## config.mk

```make
export PLATFORM = sky130hd
export DESIGN_NAME = reset_cause_status
export DESIGN_NICKNAME = d
export VERILOG_FILES = /design/src/hdl/reset_cause_pkg.sv /design/src/hdl/cause_decode.sv /design/src/hdl/irq_events.sv /design/src/hdl/reset_cause_status.sv
export VERILOG_INCLUDE_DIRS = /design/src /design/src/hdl
export SDC_FILE = /design/constraint.sdc
export NUM_CORES = 1
export LEC_CHECK = 0
export ABC_CLOCK_PERIOD_IN_PS = 2800
export BUFFER_PORTS_ARGS = -buffer_cell sky130_fd_sc_hd__buf_2
export CAP_MARGIN = 10
export CELL_PAD_IN_SITES_DETAIL_PLACEMENT = 0
export CELL_PAD_IN_SITES_GLOBAL_PLACEMENT = 1
export CORE_MARGIN = 2
export CORE_UTILIZATION = 38
export DETAILED_ROUTE_END_ITERATION = 16
export PLACE_DENSITY = 0.92
export SYNTH_ARGS = -nofsm -noshare
export SYNTH_HDL_FRONTEND = slang
export SYNTH_SLANG_ARGS = --single-unit
```

## constraint.sdc

```tcl
create_clock -name ref_clk -period 2.8 [get_ports ref_clk]
set_input_delay 0.42 -clock ref_clk [delete_from_list [all_inputs] [get_ports ref_clk]]
set_output_delay 0.42 -clock ref_clk [all_outputs]
set_load 0.02 [all_outputs]
```

## src/hdl/reset_cause_params.svh

```systemverilog
/*
 * Offsets, field positions, reset values and encodings for the reset-cause block.
 * Included by the package, by reset_cause_status and by the checker and bench; holds definitions only.
 */
`ifndef RESET_CAUSE_PARAMS_SVH
`define RESET_CAUSE_PARAMS_SVH

// word indices of the two core registers; one aligned word each
`define IDX_RESET_CAUSE 12'h08E
`define IDX_STATUS 12'h003
// apb byte addresses
`define OFF_RESET_CAUSE (`IDX_RESET_CAUSE << 2)
`define OFF_STATUS (`IDX_STATUS << 2)
`define OFF_IRQ_STATUS 12'h100
`define OFF_IRQ_ENABLE 12'h104
`define OFF_IRQ_CLEAR 12'h108
`define OFF_PC 12'h10C
`define OFF_WAKE_FLAGS 12'h110
`define ADDR_W 12

// status register field positions
`define ST_BANK_IND 7
`define ST_BANK_HI 6
`define ST_BANK_LO 5
`define ST_EXPIRY 4
`define ST_SLEEP 3
`define ST_ARITH_HI 2

// reset-cause field positions
`define RC_POWER_UP 1
`define RC_SUPPLY_DIP 0
`define RC_MASK 8'h03

// program counter
`define PC_W 13
`define PC_RESET_VEC 13'h0000
`define PC_IRQ_VEC 13'h0004
`define PC_ONE 13'h0001

// event bit positions in the interrupt status
`define EV_POWER 0
`define EV_BROWN 1
`define EV_PIN 2
`define EV_WATCHDOG 3
`define EV_WAKE 4
`define EV_W 5

`define ZERO8 8'h00
`define ZERO32 32'h0000_0000

`endif

```

## src/hdl/reset_cause_pkg.sv

```systemverilog
/*
 * Types shared by the reset-cause block.
 * Assumes reset_cause_params.svh is on the include path.
 */
`include "reset_cause_params.svh"

package reset_cause_pkg;

    // what happened this cycle, highest priority first
    typedef enum logic [2:0] {
        EV_NONE = 3'b000,
        EV_POWER_ON = 3'b001,
        EV_BROWN_OUT = 3'b010,
        EV_PIN_RESET = 3'b011,
        EV_WATCHDOG_RESET = 3'b100,
        EV_WATCHDOG_WAKE = 3'b101,
        EV_IRQ_WAKE = 3'b110
    } cause_e;

    // raw event inputs travelling together
    typedef struct packed {
        logic power_on;
        logic brown_out;
        logic external_reset_pin;
        logic watchdog;
        logic irq_wake;
    } events_s;

    // core state outputs
    typedef struct packed {
        logic [`PC_W-1:0] pc;
        logic pc_load;
        logic vector_pending;
    } core_s;

endpackage : reset_cause_pkg

```

## src/hdl/cause_decode.sv

```systemverilog
/*
 * Turns the raw event inputs into one prioritised cause.
 * Assumes the events are single-cycle pulses synchronous to ref_clk.
 */
module cause_decode
    import reset_cause_pkg::*;
(
    // events and state
    input wire events_s ev,
    input wire logic asleep,
    // result
    output cause_e cause
);

    // a supply failure outranks anything the core or watchdog reports
    always_comb begin
        cause = EV_NONE;
        if (ev.power_on) begin
            cause = EV_POWER_ON;
        end else if (ev.brown_out) begin
            cause = EV_BROWN_OUT;
        end else if (ev.external_reset_pin) begin
            cause = EV_PIN_RESET;
        end else if (ev.watchdog) begin
            cause = asleep ? EV_WATCHDOG_WAKE : EV_WATCHDOG_RESET;
        end else if (ev.irq_wake && asleep) begin
            cause = EV_IRQ_WAKE;
        end
    end

endmodule : cause_decode

```

## src/hdl/irq_events.sv

```systemverilog
/*
 * Sticky event status, enable mask and write-one-to-clear, one level output.
 * Assumes clear and set pulses come from the same clock domain.
 */
module irq_events
    import reset_cause_pkg::*;
(
    // clock and reset
    input wire logic ref_clk,
    input wire logic srst,
    // events and software control
    input wire logic [`EV_W-1:0] set_pulse,
    input wire logic [`EV_W-1:0] clear_pulse,
    input wire logic enable_wr,
    input wire logic [`EV_W-1:0] enable_data,
    // state
    output logic [`EV_W-1:0] status_reg,
    output logic [`EV_W-1:0] enable_reg,
    output logic irq
);

    // set beats clear so a coincident event is never lost
    always_ff @(posedge ref_clk) begin
        if (srst) begin
            status_reg <= '0;
        end else begin
            status_reg <= (status_reg & ~clear_pulse) | set_pulse;
        end
    end

    always_ff @(posedge ref_clk) begin
        if (srst) begin
            enable_reg <= '0;
        end else if (enable_wr) begin
            enable_reg <= enable_data;
        end
    end

    assign irq = |(status_reg & enable_reg);

endmodule : irq_events

```

## src/hdl/reset_cause_status.sv

```systemverilog
/*
 * Reset and wake-up cause recorder: reset-cause flags, watchdog-expiry and
 * sleep flags of the processor status, program counter load and interrupt
 * vector redirect after an interrupt wake, all behind an APB slave.
 * Assumes event inputs are one-cycle pulses synchronous to ref_clk, and that
 * the core reports sleep entry and instruction retirement by pulses.
 */
// Register access over APB is this design's own decision.
// Contract
// - Power-on, brown-out, pin and watchdog resets load the program counter with zero.
// - The reset-cause register holds only a power-up bit 1 and supply-dip bit 0, rest zero.
// - Power-up sets status to bank zero, expiry and sleep set, and clears power-up flag.
// - Brown-out clears supply-dip and sets power-up; other resets keep supply-dip.
// - A pin reset while running clears only the bank bits of the status.
// - A pin reset while asleep clears banks, sets expiry and clears sleep.
// - A watchdog reset while running clears banks and expiry and restarts at zero.
// - A wake resumes at the next address, clears sleep, sets expiry on interrupt, clears on watchdog.
// - An interrupt wake with global enable runs the next instruction and then takes the vector.
// - An interrupt wake leaves at least one interrupt flag set naming the source.
`include "reset_cause_params.svh"

module reset_cause_status
    import reset_cause_pkg::*;
(
    // clock and reset
    input wire logic ref_clk,
    input wire logic srst,
    // apb slave
    input wire logic psel,
    input wire logic penable,
    input wire logic pwrite,
    input wire logic [`ADDR_W-1:0] paddr,
    input wire logic [31:0] pwdata,
    input wire logic [3:0] pstrb,
    output logic [31:0] prdata,
    output logic pready,
    output logic pslverr,
    // reset and wake events
    input wire events_s ev,
    // core side
    input wire logic sleep_enter,
    input wire logic instr_retire,
    input wire logic global_irq_enable,
    input wire logic [7:0] wake_source_flags,
    output core_s core,
    output logic asleep,
    // interrupt
    output logic irq
);

    logic [7:0] status_reg;
    logic [7:0] status_next;
    logic [1:0] cause_flags_reg;
    logic [1:0] cause_flags_next;
    logic [`PC_W-1:0] pc_reg;
    logic pc_load_reg;
    logic vector_wait_reg;
    logic [7:0] wake_flags_reg;
    logic asleep_reg;
    cause_e cause;
    logic wr_en;
    logic rd_en;
    logic wr_status;
    logic wr_cause;
    logic wr_wake;
    logic wr_irq_enable;
    logic wr_irq_clear;
    logic [`EV_W-1:0] ev_set;
    logic [`EV_W-1:0] ev_clear;
    logic [`EV_W-1:0] ev_status;
    logic [`EV_W-1:0] ev_enable;
    logic [31:0] rdata_next;

    function automatic logic hit(input logic [`ADDR_W-1:0] a, input logic [`ADDR_W-1:0] off);
        hit = (a == off);
    endfunction : hit

    function automatic logic [7:0] bank_clear(input logic [7:0] s);
        bank_clear = s;
        bank_clear[`ST_BANK_IND] = 1'b0;
        bank_clear[`ST_BANK_HI] = 1'b0;
        bank_clear[`ST_BANK_LO] = 1'b0;
    endfunction : bank_clear

    // one register's low byte written in the access cycle
    function automatic logic lane_write(input logic we, input logic [`ADDR_W-1:0] a,
            input logic [`ADDR_W-1:0] off, input logic lane);
        lane_write = we && lane && hit(a, off);
    endfunction : lane_write

    // hardware-owned expiry and sleep flags ignore software writes
    function automatic logic [7:0] status_write(input logic [7:0] s, input logic [7:0] d);
        status_write = d;
        status_write[`ST_EXPIRY] = s[`ST_EXPIRY];
        status_write[`ST_SLEEP] = s[`ST_SLEEP];
    endfunction : status_write

    cause_decode u_decode (
        .ev(ev),
        .asleep(asleep_reg),
        .cause(cause)
    );

    // zero wait state slave: answer in the access cycle; read data is
    // captured in the setup cycle so it already stands when pready is seen
    assign wr_en = psel && penable && pwrite;
    assign rd_en = psel && !penable && !pwrite;
    assign pready = 1'b1;
    assign pslverr = 1'b0;
    assign wr_status = lane_write(wr_en, paddr, `OFF_STATUS, pstrb[0]);
    assign wr_cause = lane_write(wr_en, paddr, `OFF_RESET_CAUSE, pstrb[0]);
    assign wr_wake = lane_write(wr_en, paddr, `OFF_WAKE_FLAGS, pstrb[0]);
    assign wr_irq_enable = lane_write(wr_en, paddr, `OFF_IRQ_ENABLE, pstrb[0]);
    assign wr_irq_clear = lane_write(wr_en, paddr, `OFF_IRQ_CLEAR, pstrb[0]);

    // status register next value
    always_comb begin
        status_next = status_reg;
        unique case (cause)
            EV_POWER_ON, EV_BROWN_OUT: begin
                // arithmetic flags unknown after power-up; cleared here
                status_next = `ZERO8;
                status_next[`ST_EXPIRY] = 1'b1;
                status_next[`ST_SLEEP] = 1'b1;
            end
            EV_PIN_RESET: begin
                status_next = bank_clear(status_reg);
                if (asleep_reg) begin
                    status_next[`ST_EXPIRY] = 1'b1;
                    status_next[`ST_SLEEP] = 1'b0;
                end
            end
            EV_WATCHDOG_RESET: begin
                status_next = bank_clear(status_reg);
                status_next[`ST_EXPIRY] = 1'b0;
            end
            EV_WATCHDOG_WAKE: begin
                status_next[`ST_EXPIRY] = 1'b0;
                status_next[`ST_SLEEP] = 1'b0;
            end
            EV_IRQ_WAKE: begin
                status_next[`ST_EXPIRY] = 1'b1;
                status_next[`ST_SLEEP] = 1'b0;
            end
            EV_NONE: begin
                if (wr_status) begin
                    status_next = status_write(status_reg, pwdata[7:0]);
                end
            end
            default: begin
                status_next = status_reg;
            end
        endcase
    end

    always_ff @(posedge ref_clk) begin
        if (srst) begin
            status_reg <= `ZERO8;
        end else begin
            status_reg <= status_next;
        end
    end

    // reset-cause flags; hardware events beat software writes
    always_comb begin
        cause_flags_next = cause_flags_reg;
        if (cause == EV_POWER_ON) begin
            cause_flags_next[`RC_POWER_UP] = 1'b0;
        end else if (cause == EV_BROWN_OUT) begin
            cause_flags_next[`RC_POWER_UP] = 1'b1;
            cause_flags_next[`RC_SUPPLY_DIP] = 1'b0;
        end else if (wr_cause) begin
            cause_flags_next = pwdata[1:0];
        end
    end

    always_ff @(posedge ref_clk) begin
        if (srst) begin
            cause_flags_reg <= 2'b00;
        end else begin
            cause_flags_reg <= cause_flags_next;
        end
    end

    // sleep state follows the core; any reset or wake leaves sleep
    always_ff @(posedge ref_clk) begin
        if (srst) begin
            asleep_reg <= 1'b0;
        end else if (cause != EV_NONE) begin
            asleep_reg <= 1'b0;
        end else if (sleep_enter) begin
            asleep_reg <= 1'b1;
        end
    end

    // program counter load
    always_ff @(posedge ref_clk) begin
        if (srst) begin
            pc_reg <= `PC_RESET_VEC;
            pc_load_reg <= 1'b0;
        end else begin
            pc_load_reg <= 1'b0;
            unique case (cause)
                EV_POWER_ON, EV_BROWN_OUT, EV_PIN_RESET, EV_WATCHDOG_RESET: begin
                    pc_reg <= `PC_RESET_VEC;
                    pc_load_reg <= 1'b1;
                end
                EV_WATCHDOG_WAKE, EV_IRQ_WAKE: begin
                    pc_reg <= pc_reg + `PC_ONE;
                    pc_load_reg <= 1'b1;
                end
                EV_NONE: begin
                    if (vector_wait_reg && instr_retire) begin
                        // vector only after the post-sleep instruction retires
                        pc_reg <= `PC_IRQ_VEC;
                        pc_load_reg <= 1'b1;
                    end
                end
                default: begin
                    pc_load_reg <= 1'b0;
                end
            endcase
        end
    end

    // redirect armed by an enabled interrupt wake; any other cause drops it
    always_ff @(posedge ref_clk) begin
        if (srst) begin
            vector_wait_reg <= 1'b0;
        end else if (cause == EV_IRQ_WAKE) begin
            vector_wait_reg <= global_irq_enable;
        end else if (cause != EV_NONE || instr_retire) begin
            vector_wait_reg <= 1'b0;
        end
    end

    // wake source capture; ensures a flag names an interrupt wake
    always_ff @(posedge ref_clk) begin
        if (srst) begin
            wake_flags_reg <= `ZERO8;
        end else if (cause == EV_IRQ_WAKE) begin
            wake_flags_reg <= wake_source_flags | {7'h00, ~|wake_source_flags};
        end else if (wr_wake) begin
            wake_flags_reg <= wake_flags_reg & ~pwdata[7:0];
        end
    end

    // interrupt events
    always_comb begin
        ev_set = '0;
        ev_set[`EV_POWER] = (cause == EV_POWER_ON);
        ev_set[`EV_BROWN] = (cause == EV_BROWN_OUT);
        ev_set[`EV_PIN] = (cause == EV_PIN_RESET);
        ev_set[`EV_WATCHDOG] = (cause == EV_WATCHDOG_RESET) || (cause == EV_WATCHDOG_WAKE);
        ev_set[`EV_WAKE] = (cause == EV_IRQ_WAKE) || (cause == EV_WATCHDOG_WAKE);
    end

    assign ev_clear = wr_irq_clear ? pwdata[`EV_W-1:0] : '0;

    irq_events u_irq (
        .ref_clk(ref_clk),
        .srst(srst),
        .set_pulse(ev_set),
        .clear_pulse(ev_clear),
        .enable_wr(wr_irq_enable),
        .enable_data(pwdata[`EV_W-1:0]),
        .status_reg(ev_status),
        .enable_reg(ev_enable),
        .irq(irq)
    );

    // read mux; unmapped and write-only addresses read zero
    always_comb begin
        rdata_next = `ZERO32;
        if (hit(paddr, `OFF_RESET_CAUSE)) begin
            rdata_next[7:0] = {6'h00, cause_flags_reg} & `RC_MASK;
        end else if (hit(paddr, `OFF_STATUS)) begin
            rdata_next[7:0] = status_reg;
        end else if (hit(paddr, `OFF_IRQ_STATUS)) begin
            rdata_next[`EV_W-1:0] = ev_status;
        end else if (hit(paddr, `OFF_IRQ_ENABLE)) begin
            rdata_next[`EV_W-1:0] = ev_enable;
        end else if (hit(paddr, `OFF_PC)) begin
            rdata_next[`PC_W-1:0] = pc_reg;
        end else if (hit(paddr, `OFF_WAKE_FLAGS)) begin
            rdata_next[7:0] = wake_flags_reg;
        end
    end

    // registered read data, latched in the setup cycle so it is valid in access
    always_ff @(posedge ref_clk) begin
        if (srst) begin
            prdata <= `ZERO32;
        end else if (rd_en) begin
            prdata <= rdata_next;
        end
    end

    assign core.pc = pc_reg;
    assign core.pc_load = pc_load_reg;
    assign core.vector_pending = vector_wait_reg;
    assign asleep = asleep_reg;

endmodule : reset_cause_status

```

**After elaboration in Yosys (flattened, before gate mapping)**

Index checks and enable logic that the tools add are counted.

- Input port bits: 69
- Bits in registers: 57
- Word-level logic and storage cells: 116
- Output and inout port bits: 51

- Bitwise gates (word level): 10
- Reduce and logical (&&, ||, !) cells: 42
- Muxes and demuxes: 33
- Equal/unequal tests: 16
- $add $sub $neg: 1

Operators by type and width:

| cell | number |
|---|---|
| two-way mux 8 bit | 9 |
| == test 12 x 9 -> 1 bit (second input constant) | 5 |
| case mux 13 bit (3 select lines) | 1 |
| two-way mux 5 bit | 6 |
| two-way mux 3 bit | 5 |
| adder 13 x 1 -> 13 bit (second input constant) | 1 |
| two-way mux 13 bit | 1 |
| == test 12 x 10 -> 1 bit (second input constant) | 1 |
| == test 12 x 4 -> 1 bit (second input constant) | 1 |
| logical AND 1 bit | 12 |
| case mux 2 bit (6 select lines) | 1 |
| case mux 3 bit (2 select lines) | 2 |
| AND 5 bit | 2 |
| nonzero test 2 bit | 5 |
| == test 3 bit (second input constant) | 3 |
| AND 8 bit | 1 |
| inverter 8 bit | 1 |
| OR 8 x 1 -> 8 bit | 1 |
| AND reduction 2 bit | 4 |
| OR reduction 2 bit | 4 |
| OR reduction 8 bit | 1 |
| == test 3 x 2 -> 1 bit (second input constant) | 2 |
| two-way mux 2 bit | 3 |
| != test 2 bit (second input constant) | 3 |
| other kinds (17) | 27 |

**Logic depth before layout (Yosys ltp)**

Gate-level depths: netlist of the first run.

- Word-level depth: 10
- Depth in mapped cells: 6
- Mapped depth without buffers: 5

**Hierarchy**

A second synthesis of the first run with hierarchy kept.

- Cells, all modules: 395
- Area total of the unflattened synthesis: 3176.8 µm²

By module, submodules not included:

| module | area each (µm²) | sequential area each (µm²) | cells each | instances |
|---|---|---|---|---|
| reset_cause_status | 2752.6 | 940.9 | 348 | 1 |
| irq_events | 377.9 | 200.2 | 40 | 1 |
| cause_decode | 46.3 | 0.0 | 7 | 1 |

**Least setup slack after synthesis of the first run**

OpenSTA, ideal clock, no wires.

- Path kind: input -> register
- Start point: in paddr[9]
- End point: reg u_irq.enable_reg[0]
- Arrival: 1.781 ns
- Buffers on the path: 0
- Required time: 2.668 ns
- Stages on the path: 4
- Library setup time: 0.132 ns
- Setup slack: 0.887 ns
- Cells stage by stage: or4b_2 or4_4 o21ai_0 a21oi_1

- Cells in the longest elaborated chain, start to end: 2

Ends and longest elaborated chain:

| element | RTL line | RTL |
|---|---|---|
| from (decl) | reset_cause_status.sv:32 | `` input wire logic [`ADDR_W-1:0] paddr, `` |
| == test 12 x 9 -> 1 bit | reset_cause_status.sv:75 | `hit = (a == off);` |
| logical AND 1 bit | reset_cause_status.sv:88 | `lane_write = we && lane && hit(a, off);` |
| to (signal assigned) | irq_events.sv:35 | `enable_reg <= enable_data;` |
| to (decl) | irq_events.sv:18 | `` output logic [`EV_W-1:0] enable_reg, `` |

No other way between the ends.
A chain may end at the register's enable or synchronous reset.

**Worst setup path after layout of the first run**

- Start point: reg asleep_reg (netlist: asleep)
- End point: reg wake_flags_reg[2]

- Cells in the longest elaborated chain, start to end: 8
- Elaborated cells between the ends (all ways): 10
- Those cells by class: eq/ne: 1; mux: 7; reduce/logical: 2

Ends and longest elaborated chain:

| element | RTL line | RTL |
|---|---|---|
| from (decl) | reset_cause_status.sv:59 | `logic asleep_reg;` |
| from (signal assigned) | reset_cause_status.sv:188 | `asleep_reg <= 1'b0;` |
| from (signal assigned) | reset_cause_status.sv:190 | `asleep_reg <= 1'b0;` |
| from (signal assigned) | reset_cause_status.sv:192 | `asleep_reg <= 1'b1;` |
| logical AND 1 bit | cause_decode.sv:26 | `end else if (ev.irq_wake && asleep) begin` |
| two-way mux 3 bit | cause_decode.sv:26 |  |
| two-way mux 3 bit (*) | cause_decode.sv:24 | `end else if (ev.watchdog) begin` |
| two-way mux 3 bit (*) | cause_decode.sv:22 | `end else if (ev.external_reset_pin) begin` |
| two-way mux 3 bit (*) | cause_decode.sv:20 | `end else if (ev.brown_out) begin` |
| two-way mux 3 bit (*) | cause_decode.sv:18 | `if (ev.power_on) begin` |
| == test 3 bit (*) | reset_cause_status.sv:241 | `end else if (cause == EV_IRQ_WAKE) begin` |
| two-way mux 8 bit / nonzero test 2 bit (equally long branches) | n/a |  |
| to (signal assigned) | reset_cause_status.sv:240 | `` wake_flags_reg <= `ZERO8; `` |
| to (signal assigned) | reset_cause_status.sv:242 | `wake_flags_reg <= wake_source_flags \| {7'h00, ~\|wake_source_flags};` |
| to (signal assigned) | reset_cause_status.sv:244 | `wake_flags_reg <= wake_flags_reg & ~pwdata[7:0];` |
| to (decl) | reset_cause_status.sv:58 | `logic [7:0] wake_flags_reg;` |

Every way passes the cells marked *; elsewhere a longest branch is shown, timed or not.

==> out/metrics.yaml, run 1 <==
outcome: "finished clean"
holdCritPathClass: "in -> reg"
fillCellCount: 808
die_width_um: 95.2
slowest_delay_ns: 0.53
hold_viol_final: 0
clock_path_buffers: 2
synth_top_cell_area_share_pct: 36.1
powerDensity_nw_per_um2: 530
port_buffers: 71
ys.flop_type: "dfxtp_1"
async_reset_ff_share_pct: 0
synth_edf_count: 0
layout-drive-gt1-share_pct: 24.6
cts_tree: "built"
drv_slew: 0
dp.cells: 540
layout_min_cycle_time_ns: 2.15
crit_slowest_cell: "or4b_4"
cp_top_family: "simple AND/OR/NAND/NOR gates"
multi_input_area_um2: 1780
wl_per_cell_um: 16.6
dpl.hpwl_mm: 6.93
timing.fmax_ghz: 0.465
dr.pass1.iters: 5
cts_hold_buf: 0
yosys.area.top_type: "dfxtp_1"
synth_cells: 376
avgSynthCellArea_um2: 8.40
setup_viol: 0
first_iter_violations: 251
crit_arrival_ns: 2.38
syn-cell-area_um2: 3160
synth_cell_types: 71
ys_ff_latch: 57
power_leakage_nw: 1.44
cp_max_fo: 8
clock-sinks: 57
htreeDepth: 3
slew-limit-headroom_pct: 51.1
root_buffer: "clkbuf_8"
cp-start-kind: "register"
gr-usage-all-layers_pct: 20.6
grt_overflow_total: 0
clk_latency_ns: 0.35
grt_pass1_wl_mm: 14.2
path_class: "reg -> reg"
cts_resized: 0
antenna_found_initial: 0
required_ns: 3.03
initial_core_util_pct: 38.8
coreArea_um2: 8130
avgViaCountPerCell: 5.75
ys_seq_area_share_pct: 36.1
ioPinCount: 120
regArea_um2: 1140
synth_area_leaders: "dfxtp_1, buf_4, nand3_1"
finalSetupTns_ns: 0
routabilityCongestion: 0.886
critPathBufInv: 0
nets: 516
grt_max_degree: 27
syn_to_final_growth_pct: 19.5
final_antenna_net_count: 0
fin_worst_skew_ns: 0.00736
yosysWarnings: 0
num_vias: 3196
tightest_slew_ns: 0.723
path_cells: "or4b_4 -> nor3b_1 -> nor2_1 -> a32o_1"
rows: 33
postCtsSetupBuffers: 0
end_kind: "register"
finalCritPeriodShare_pct: 76.8
n_antenna_cell: 0
drc: 0
dieArea_um2: 9060
vdd_drop_max_uv: 204
first_global_vias: 2884
max_cap_violations: 0
cts_buffers: 9
die_height_um: 95.2
clk_pin_slew_ns: 0.07
wirelength_mm: 9.24
fin_cells: 556
rsz0062_at_grt: "no"
stage by stage:
step	setup slack (ns)	cell area (um2)	total power, mW	utilization (%)	hold slack (ns)
after floorplan	0.887	3230	0.962	-	0.445
after global routing	0.481	3770	2.05	46.4	0.298
after CTS	0.675	3770	2.00	46.4	0.275
final	0.648	3770	2.00	46.4	0.273
after global placement	0.484	3510	1.00	43.1	0.440
after detailed placement	0.506	3510	1.01	43.1	0.449
synth_stat cells (2+ instances only):
library cell	count
nand4_1	7
o21a_1	2
o2bb2ai_1	3
nand3b_1	2
or3_1	3
nor3_1	7
and3_1	2
a2bb2oi_1	2
nor4b_1	6
clkbuf_1	3
or3b_2	2
buf_4	23
and3_2	2
a22oi_1	7
nor3b_1	3
a21oi_1	25
a22o_1	6
a311oi_1	2
nand3_1	30
o31ai_1	6
and2_1	5
or4_1	3
o21ai_0	26
nor4_1	6
inv_1	16
a21o_1	2
xnor2_1	3
and4_1	2
dfxtp_1	57
a211oi_1	4
conb_1	2
nor2_1	19
a32o_1	9
buf_1	2
nand2b_1	3
a31oi_1	3
mux2i_1	6
or4b_2	2
buf_2	5
or2_2	2
nand2_1	26
cell families after synthesis:
kind of cell    Yosys count  share of synthesized area, %
simple gates            145                          26.7
compound gates          109                          23.8
flops                    57                          36.1
buf+inv                  52                          9.63
mux                       7                          2.26
xor+xnor                  3                         0.832
other cells               2                         0.238
fa+ha+maj                 1                         0.396
worst paths after layout:
kind                                          to  slack, ns  cells past startpoint                   start
hold / removal               asleep$_SDFFE_PP0P_       0.27                      2             sleep_enter
hold reg to reg           prdata[6]$_SDFFE_PP0P_       0.46                      2  prdata[6]$_SDFFE_PP0P_
setup reg to reg  wake_flags_reg[2]$_SDFFE_PP0P_       0.65                      4     asleep$_SDFFE_PP0P_
setup / recovery  wake_flags_reg[2]$_SDFFE_PP0P_       0.65                      4     asleep$_SDFFE_PP0P_
cell type report:
type                            count  share of cell area, %
Timing Repair Buffer               76                   10.4
Clock inverter                      4                   2.59
Sequential cell                    57                   30.2
Clock buffer                       12                   4.38
Multi-Input combinational cell    286                   47.3
Tap cell                          105                   3.48
Inverter                           16                   1.59
metal layers:
metal  routed length, um  vias up  track usage [%]  share of wire (%)
li1                    -     1523                -                  -
met1                4020     1511             26.8                 44
met2                4350      149             34.6                 47
met3                 714       13             2.85                7.7
met4                 150        0             7.61                1.6
met5                   0        -                0                  0
where the power goes:
part	switching, mW	total (mW)	internal (mW)
clock	0.341	1.00	0.664
combinational	0.116	0.168	0.0512
sequential	0.00642	0.825	0.819
cells in the final DEF (no fill, tap or decap), types with 7 or more instances in the layout:
| cell type | count |
|---|---|
| a22oi_1 | 7 |
| dfxtp_1 | 57 |
| conb_1 | 21 |
| clkbuf_8 | 12 |
| inv_1 | 16 |
| a21oi_1 | 25 |
| o21ai_0 | 26 |
| buf_2 | 71 |
| nor3_1 | 7 |
| nand4_1 | 7 |
| nand3_1 | 30 |
| nand2_1 | 26 |
| a32o_1 | 9 |
| nor2_1 | 19 |
Power figures use the tool's default switching activity.
==> run 2: changes to the inputs <==
--- a/config.mk
+++ b/config.mk
@@ -6,15 +6,15 @@
 export SDC_FILE = /design/constraint.sdc
 export NUM_CORES = 1
 export LEC_CHECK = 0
-export ABC_CLOCK_PERIOD_IN_PS = 2800
+export ABC_CLOCK_PERIOD_IN_PS = 2000
 export BUFFER_PORTS_ARGS = -buffer_cell sky130_fd_sc_hd__buf_2
 export CAP_MARGIN = 10
 export CELL_PAD_IN_SITES_DETAIL_PLACEMENT = 0
 export CELL_PAD_IN_SITES_GLOBAL_PLACEMENT = 1
 export CORE_MARGIN = 2
-export CORE_UTILIZATION = 38
+export CORE_UTILIZATION = 35
 export DETAILED_ROUTE_END_ITERATION = 16
-export PLACE_DENSITY = 0.92
+export PLACE_DENSITY = 0.87
 export SYNTH_ARGS = -nofsm -noshare
 export SYNTH_HDL_FRONTEND = slang
 export SYNTH_SLANG_ARGS = --single-unit
==> constraint.sdc (replaced) <==
create_clock -name ref_clk -period 2 [get_ports ref_clk]
set_input_delay 0.3 -clock ref_clk [delete_from_list [all_inputs] [get_ports ref_clk]]
set_output_delay 0.3 -clock ref_clk [all_outputs]
set_load 0.02 [all_outputs]
==> out/metrics.yaml, run 2 (synthesis results as in run 1) <==
initial_core_util_pct: 36.2  # -2.6 points
routabilityCongestion: 0.876  # -1.0%
path_cells: "or4b_4 -> nor3b_1 -> buf_4 -> nor2_1 -> buf_4 -> a32o_1"
max_cap_violations: 0  # unchanged
final_common_cell: "buf_2"
cts_tree: "built"
power_leakage_nw: 1.60  # +11%
outcome: "finished clean"
clock_path_buffers: 2  # unchanged
multi_input_area_um2: 1780  # unchanged
num_vias: 3281  # +2.7%
syn_to_final_growth_pct: 26.7
p_switching_mw: 0.689  # +48%
slew-limit-headroom_pct: 57.7  # +6.6 points
dieArea_um2: 9800  # +8.2%
ioPinCount: 120  # unchanged
nets: 549  # +6.4%
first_iter_violations: 274  # +9.2%
cp_max_fo: 8  # unchanged
wirelength_mm: 9.68  # +4.7%
fin_worst_skew_ns: 0.00716  # -0.000196 ns
grt_max_degree: 16  # -41%
postCtsSetupBuffers: 0  # unchanged
seqPwrFrac_pct: 43.8  # +2.5 points
p_sw_share_pct: 26.1  # +2.9 points
cts_hold_buf: 0  # unchanged
tightest_slew_ns: 0.632  # -0.0907 ns
clk_latency_ns: 0.33  # -0.02 ns
regToRegSetupSlack_ns: 0.17  # -0.48 ns
critPathBufInv: 2  # +2
finalSetupTns_ns: 0  # unchanged
grt_pass1_wl_mm: 15.9  # +12%
regArea_um2: 1140  # unchanged
crit_path_end: "wake_flags_reg[4]$_SDFFE_PP0P_"
final_cell_mix: "buf_2, dfxtp_1, buf_4, nand3_1"
die_width_um: 99.0  # +4.0%
cts_buffers: 9  # unchanged
vdd_drop_max_uv: 392  # +92%
required_ns: 2.23  # -0.80 ns
pwr-share-comb_pct: 9.9  # +1.5 points
cp_num_cells: 6  # +2
powerDensity_nw_per_um2: 660  # +25%
drv_slew: 0  # unchanged
cp-start-kind: "register"
avgViaCountPerCell: 5.54  # -3.6%
rr_endpoint: "wake_flags_reg[4]$_SDFFE_PP0P_"
gr-usage-all-layers_pct: 20.3  # -0.25 points
htreeDepth: 3  # unchanged
final_antenna_net_count: 0  # unchanged
reg2reg_from: "asleep$_SDFFE_PP0P_"
worstRegToRegCells: 6  # +2
root_buffer: "clkbuf_8"
wl_per_cell_um: 16.3  # -1.7%
crit_start: "asleep$_SDFFE_PP0P_"
clk_pin_slew_ns: 0.07  # about the same
dr.pass1.iters: 5  # unchanged
first_global_vias: 3120  # +8.2%
layout-drive-gt1-share_pct: 29.8  # +5.1 points
layout_min_cycle_time_ns: 1.83  # -0.322 ns
dpl.hpwl_mm: 7.65  # +10%
rsz0062_at_grt: "no"
coreArea_um2: 8720  # +7.2%
antenna_found_initial: 0  # unchanged
slowest_delay_ns: 0.47  # -0.06 ns
crit_arrival_ns: 2.06  # -0.32 ns
finalCritPeriodShare_pct: 91.5  # +15 points
port_buffers: 71  # unchanged
n_antenna_cell: 0  # unchanged
die_height_um: 99.0  # +4.0%
path_class: "reg -> reg"
totalPowerFinal_mw: 2.64  # +32%
hold-worst-slack_ns: 0.165  # -0.108 ns
grt_overflow_total: 0  # unchanged
setup_viol: 0  # unchanged
p_clk_share_pct: 46.3  # -4.0 points
fin_util_pct: 45.9  # -0.51 points
drc: 0  # unchanged
cts_resized: 0  # unchanged
holdCritPathClass: "in -> reg"
p_int_mw: 1.95  # +27%
crit_top_cell: "buf_4"
cp_top_family: "simple AND/OR/NAND/NOR gates"
hold_viol_final: 0  # unchanged
crit_slowest_cell: "or4b_4"
clock-sinks: 57  # unchanged
end_kind: "register"
fillCellCount: 853  # +5.6%
rows: 34  # +3.0%
timing.fmax_ghz: 0.546  # +18%
run 2: cell types whose count changed in the layout (fill, tap and decap cells not counted), sizes merged:
cell    previous run  this run
bufinv             3         2
buf               76       109
clkinv             0         3
inv               16        17
clkbuf            12         9
run 2: routing by layer:
layer  vias up  GRT usage (%)  routed length, um
met3        12           4.96                681
met5         -              0                  0
met1      1553           27.3               4450
met2       135           31.8               4350
li1       1581              -                  -
met4         0           7.17                198
run 2: final cells by class:
type                    count  area share, %
clock buffers               9           3.10
inverters                  16           1.50
repair buffers            109           16.3
flip-flops and latches     57           28.5
clock inverters             7           2.56
well taps                 108           3.38
multi-input cells         286           44.6
run 2: how the worst min path moves through the flow:
stage | start | endpoint | slack (ns) | cells after the start
final | sleep_enter | asleep$_SDFFE_PP0P_ | 0.16 | 2
after global routing | sleep_enter | asleep$_SDFFE_PP0P_ | 0.15 | 2
after CTS | sleep_enter | asleep$_SDFFE_PP0P_ | 0.15 | 2
after detailed placement | prdata[2]$_SDFFE_PP0P_ | prdata[2]$_SDFFE_PP0P_ | 0.44 | 2
after global placement | prdata[6]$_SDFFE_PP0P_ | prdata[6]$_SDFFE_PP0P_ | 0.44 | 2
after floorplan | ev[4] | cause_flags_reg[1]$_SDFFE_PP0P_ | 0.37 | 1
run 2: metrics by stage:
stage	area [um2]	std cells	setup slack (ns)
after CTS	4000	592	0.170
after global routing	4000	592	0.0762
after floorplan	3230	395	0.137
after detailed placement	3770	576	0.00404
final	4000	592	0.170
after global placement	3770	576	0.0237
run 2: power groups by stage:
stage | Combinational, mW | Sequential (mW) | Clock, mW
2_1_floorplan | 0.167 | 1.18 | 0
3_3_place_gp | 0.253 | 1.18 | 0
3_5_place_dp | 0.256 | 1.18 | 0
4_1_cts | 0.258 | 1.15 | 1.24
5_1_grt | 0.284 | 1.16 | 1.30
6_report | 0.262 | 1.16 | 1.22
==> run 3: changes to the inputs <==
--- a/config.mk
+++ b/config.mk
@@ -18,3 +18,4 @@
 export SYNTH_ARGS = -nofsm -noshare
 export SYNTH_HDL_FRONTEND = slang
 export SYNTH_SLANG_ARGS = --single-unit
+export TNS_END_PERCENT = 20
==> constraint.sdc (replaced) <==
create_clock -name ref_clk -period 2 [get_ports ref_clk]
set_input_delay 0.2 -clock ref_clk [delete_from_list [all_inputs] [get_ports ref_clk]]
set_output_delay 0.2 -clock ref_clk [all_outputs]
set_load 0.02 [all_outputs]
==> out/metrics.yaml, run 3 (synthesis results as in run 1) <==
postCtsSetupBuffers: 0  # unchanged
rsz0062_at_grt: "no"
crit_top_cell: "buf_4"
timing.final.ws_setup_ns: 0.170  # -0.000237 ns
clk_pin_slew_ns: 0.07  # about the same
finalSetupTns_ns: 0  # unchanged
globalRouteMet3Util_pct: 5.04  # +0.071 points
n_antenna_cell: 0  # unchanged
dpl.hpwl_mm: 7.58  # -0.84%
first_iter_violations: 175  # -36%
critPathBufInv: 2  # unchanged
path_class: "reg -> reg"
clock-sinks: 57  # unchanged
grt_max_degree: 21  # +5
powerDensity_nw_per_um2: 703  # +6.6%
cts_buffers: 9  # unchanged
use_met2_pct: 30.8  # -1.0 points
cp_max_fo: 8  # unchanged
dr.pass1.iters: 4  # -1
htreeDepth: 3  # unchanged
grtUsageMet1_pct: 27.0  # -0.27 points
dp_slack_ns: 0.0654  # +0.0613 ns
avgViaCountPerCell: 5.50  # -0.81%
cp-start-kind: "register"
cp_top_family: "simple AND/OR/NAND/NOR gates"
ioPinCount: 120  # unchanged
holdCritPathClass: "in -> reg"
crit_arrival_ns: 2.07  # about the same
post-route-cell-area_um2: 3950  # -1.4%
p_clk_share_pct: 49.3  # +3.0 points
drv_slew: 0  # unchanged
wirelength_mm: 9.58  # -1.0%
dieArea_um2: 9800  # unchanged
syn_to_final_growth_pct: 24.9
clk_latency_ns: 0.35  # +0.02 ns
rows: 34  # unchanged
required_ns: 2.24  # about the same
max_cap_violations: 0  # unchanged
outcome: "finished clean"
slew-limit-headroom_pct: 58.3  # +0.55 points
initial_core_util_pct: 36.2  # unchanged
p_sw_share_pct: 25.3  # -0.80 points
num_vias: 3205  # -2.3%
die_width_um: 99.0  # unchanged
root_buffer: "clkbuf_8"
final_antenna_net_count: 0  # unchanged
layout-drive-gt1-share_pct: 28.4  # -1.3 points
slowest_delay_ns: 0.46  # about the same
seqPwrFrac_pct: 41.6  # -2.2 points
port_buffers: 71  # unchanged
first_global_vias: 3017  # -3.3%
crit_slowest_cell: "or4b_4"
path_cells: "or4b_4 -> nor3b_1 -> buf_4 -> nor2_1 -> buf_4 -> a32o_1"
grt_overflow_total: 0  # unchanged
hold-worst-slack_ns: 0.0599  # -0.105 ns
fin_util_pct: 45.2  # -0.63 points
timing.fmax_ghz: 0.546  # about the same
routabilityCongestion: 0.889  # +1.4%
end_kind: "register"
cts_tree: "built"
busiest_layer: "met2"
power_leakage_nw: 1.57  # -2.0%
setup_viol: 0  # unchanged
tightest_slew_ns: 0.624  # -0.00820 ns
cts_resized: 0  # unchanged
gr-usage-all-layers_pct: 19.8  # -0.56 points
fin_worst_skew_ns: 0.0109  # +0.00372 ns
finalCritPeriodShare_pct: 91.5  # about the same
p_switching_mw: 0.702  # +2.0%
p_int_mw: 2.07  # +6.3%
dpl-instance-area_um2: 3690  # -2.1%
final_cell_mix: "buf_2, dfxtp_1, nand3_1, buf_4"
antenna_found_initial: 0  # unchanged
fillCellCount: 885  # +3.8%
coreArea_um2: 8720  # unchanged
vdd_drop_max_uv: 319  # -19%
die_height_um: 99.0  # unchanged
drc: 0  # unchanged
pwr-share-comb_pct: 9.0  # -0.9 points
hold_viol_final: 0  # unchanged
final_common_cell: "buf_2"
grt_pass1_wl_mm: 15.4  # -3.2%
cts_hold_buf: 0  # unchanged
wl_per_cell_um: 16.4  # +0.52%
clock_path_buffers: 2  # unchanged
nets: 540  # -1.6%
layout_min_cycle_time_ns: 1.83  # +0.000237 ns
==> run 3: cell count changes in the layout (fill, tap and decap cells not counted), sizes merged <==
cell	change
buf	-9
bufinv	+1
clkinvlp	-1
==> run 3: layer usage <==
metal  vias to the layer above  share of wire, %
met5                         -                 0
met4                         0               1.0
li1                       1571                 -
met2                       107                46
met3                         8               6.1
met1                      1519                47
==> run 3: cell type report <==
class                      count  area, um2  share of cell area [%]
tap                          108        135                    3.43
sequential                    57       1140                    28.9
clock inverter                 7        128                    3.24
clock buffer                   9        124                    3.14
multi-input combinational    286       1780                    45.2
inverter                      16       60.1                    1.52
timing repair buffer         100        573                    14.5
==> run 3: worst reg2reg max path, delay by kind of cell (launching register included) <==
family	cells	cell delay [ns]
AOI/OAI and AO/OA	1	0.24
buffers and inverters	2	0.36
DFF	1	0.33
and+or+nand+nor	3	0.79
==> run 3: power by group through the flow <==
stage          Sequential [mW]  Combinational [mW]  Clock, mW
2_1_floorplan             1.18               0.167          0
3_3_place_gp              1.18               0.243          0
3_5_place_dp              1.18               0.247          0
4_1_cts                   1.15               0.249       1.39
5_1_grt                   1.16               0.275       1.45
6_report                  1.15               0.251       1.37
==> run 3: metrics by stage <==
step                power (mW)  cells
floorplan                 1.35    395
global placement          1.42    567
detailed placement        1.43    567
CTS                       2.79    583
global route              2.88    583
finish                    2.77    583
==> run 3: path summary, 6_finish.rpt <==
| kind | slack (ns) | startpoint | endpoint | cells past startpoint |
|---|---|---|---|---|
| setup / recovery | 0.17 | asleep$_SDFFE_PP0P_ | wake_flags_reg[6]$_SDFFE_PP0P_ | 6 |
| hold / removal | 0.06 | sleep_enter | asleep$_SDFFE_PP0P_ | 2 |
| setup reg to reg | 0.17 | asleep$_SDFFE_PP0P_ | wake_flags_reg[6]$_SDFFE_PP0P_ | 6 |
| hold reg to reg | 0.46 | prdata[6]$_SDFFE_PP0P_ | prdata[6]$_SDFFE_PP0P_ | 2 |
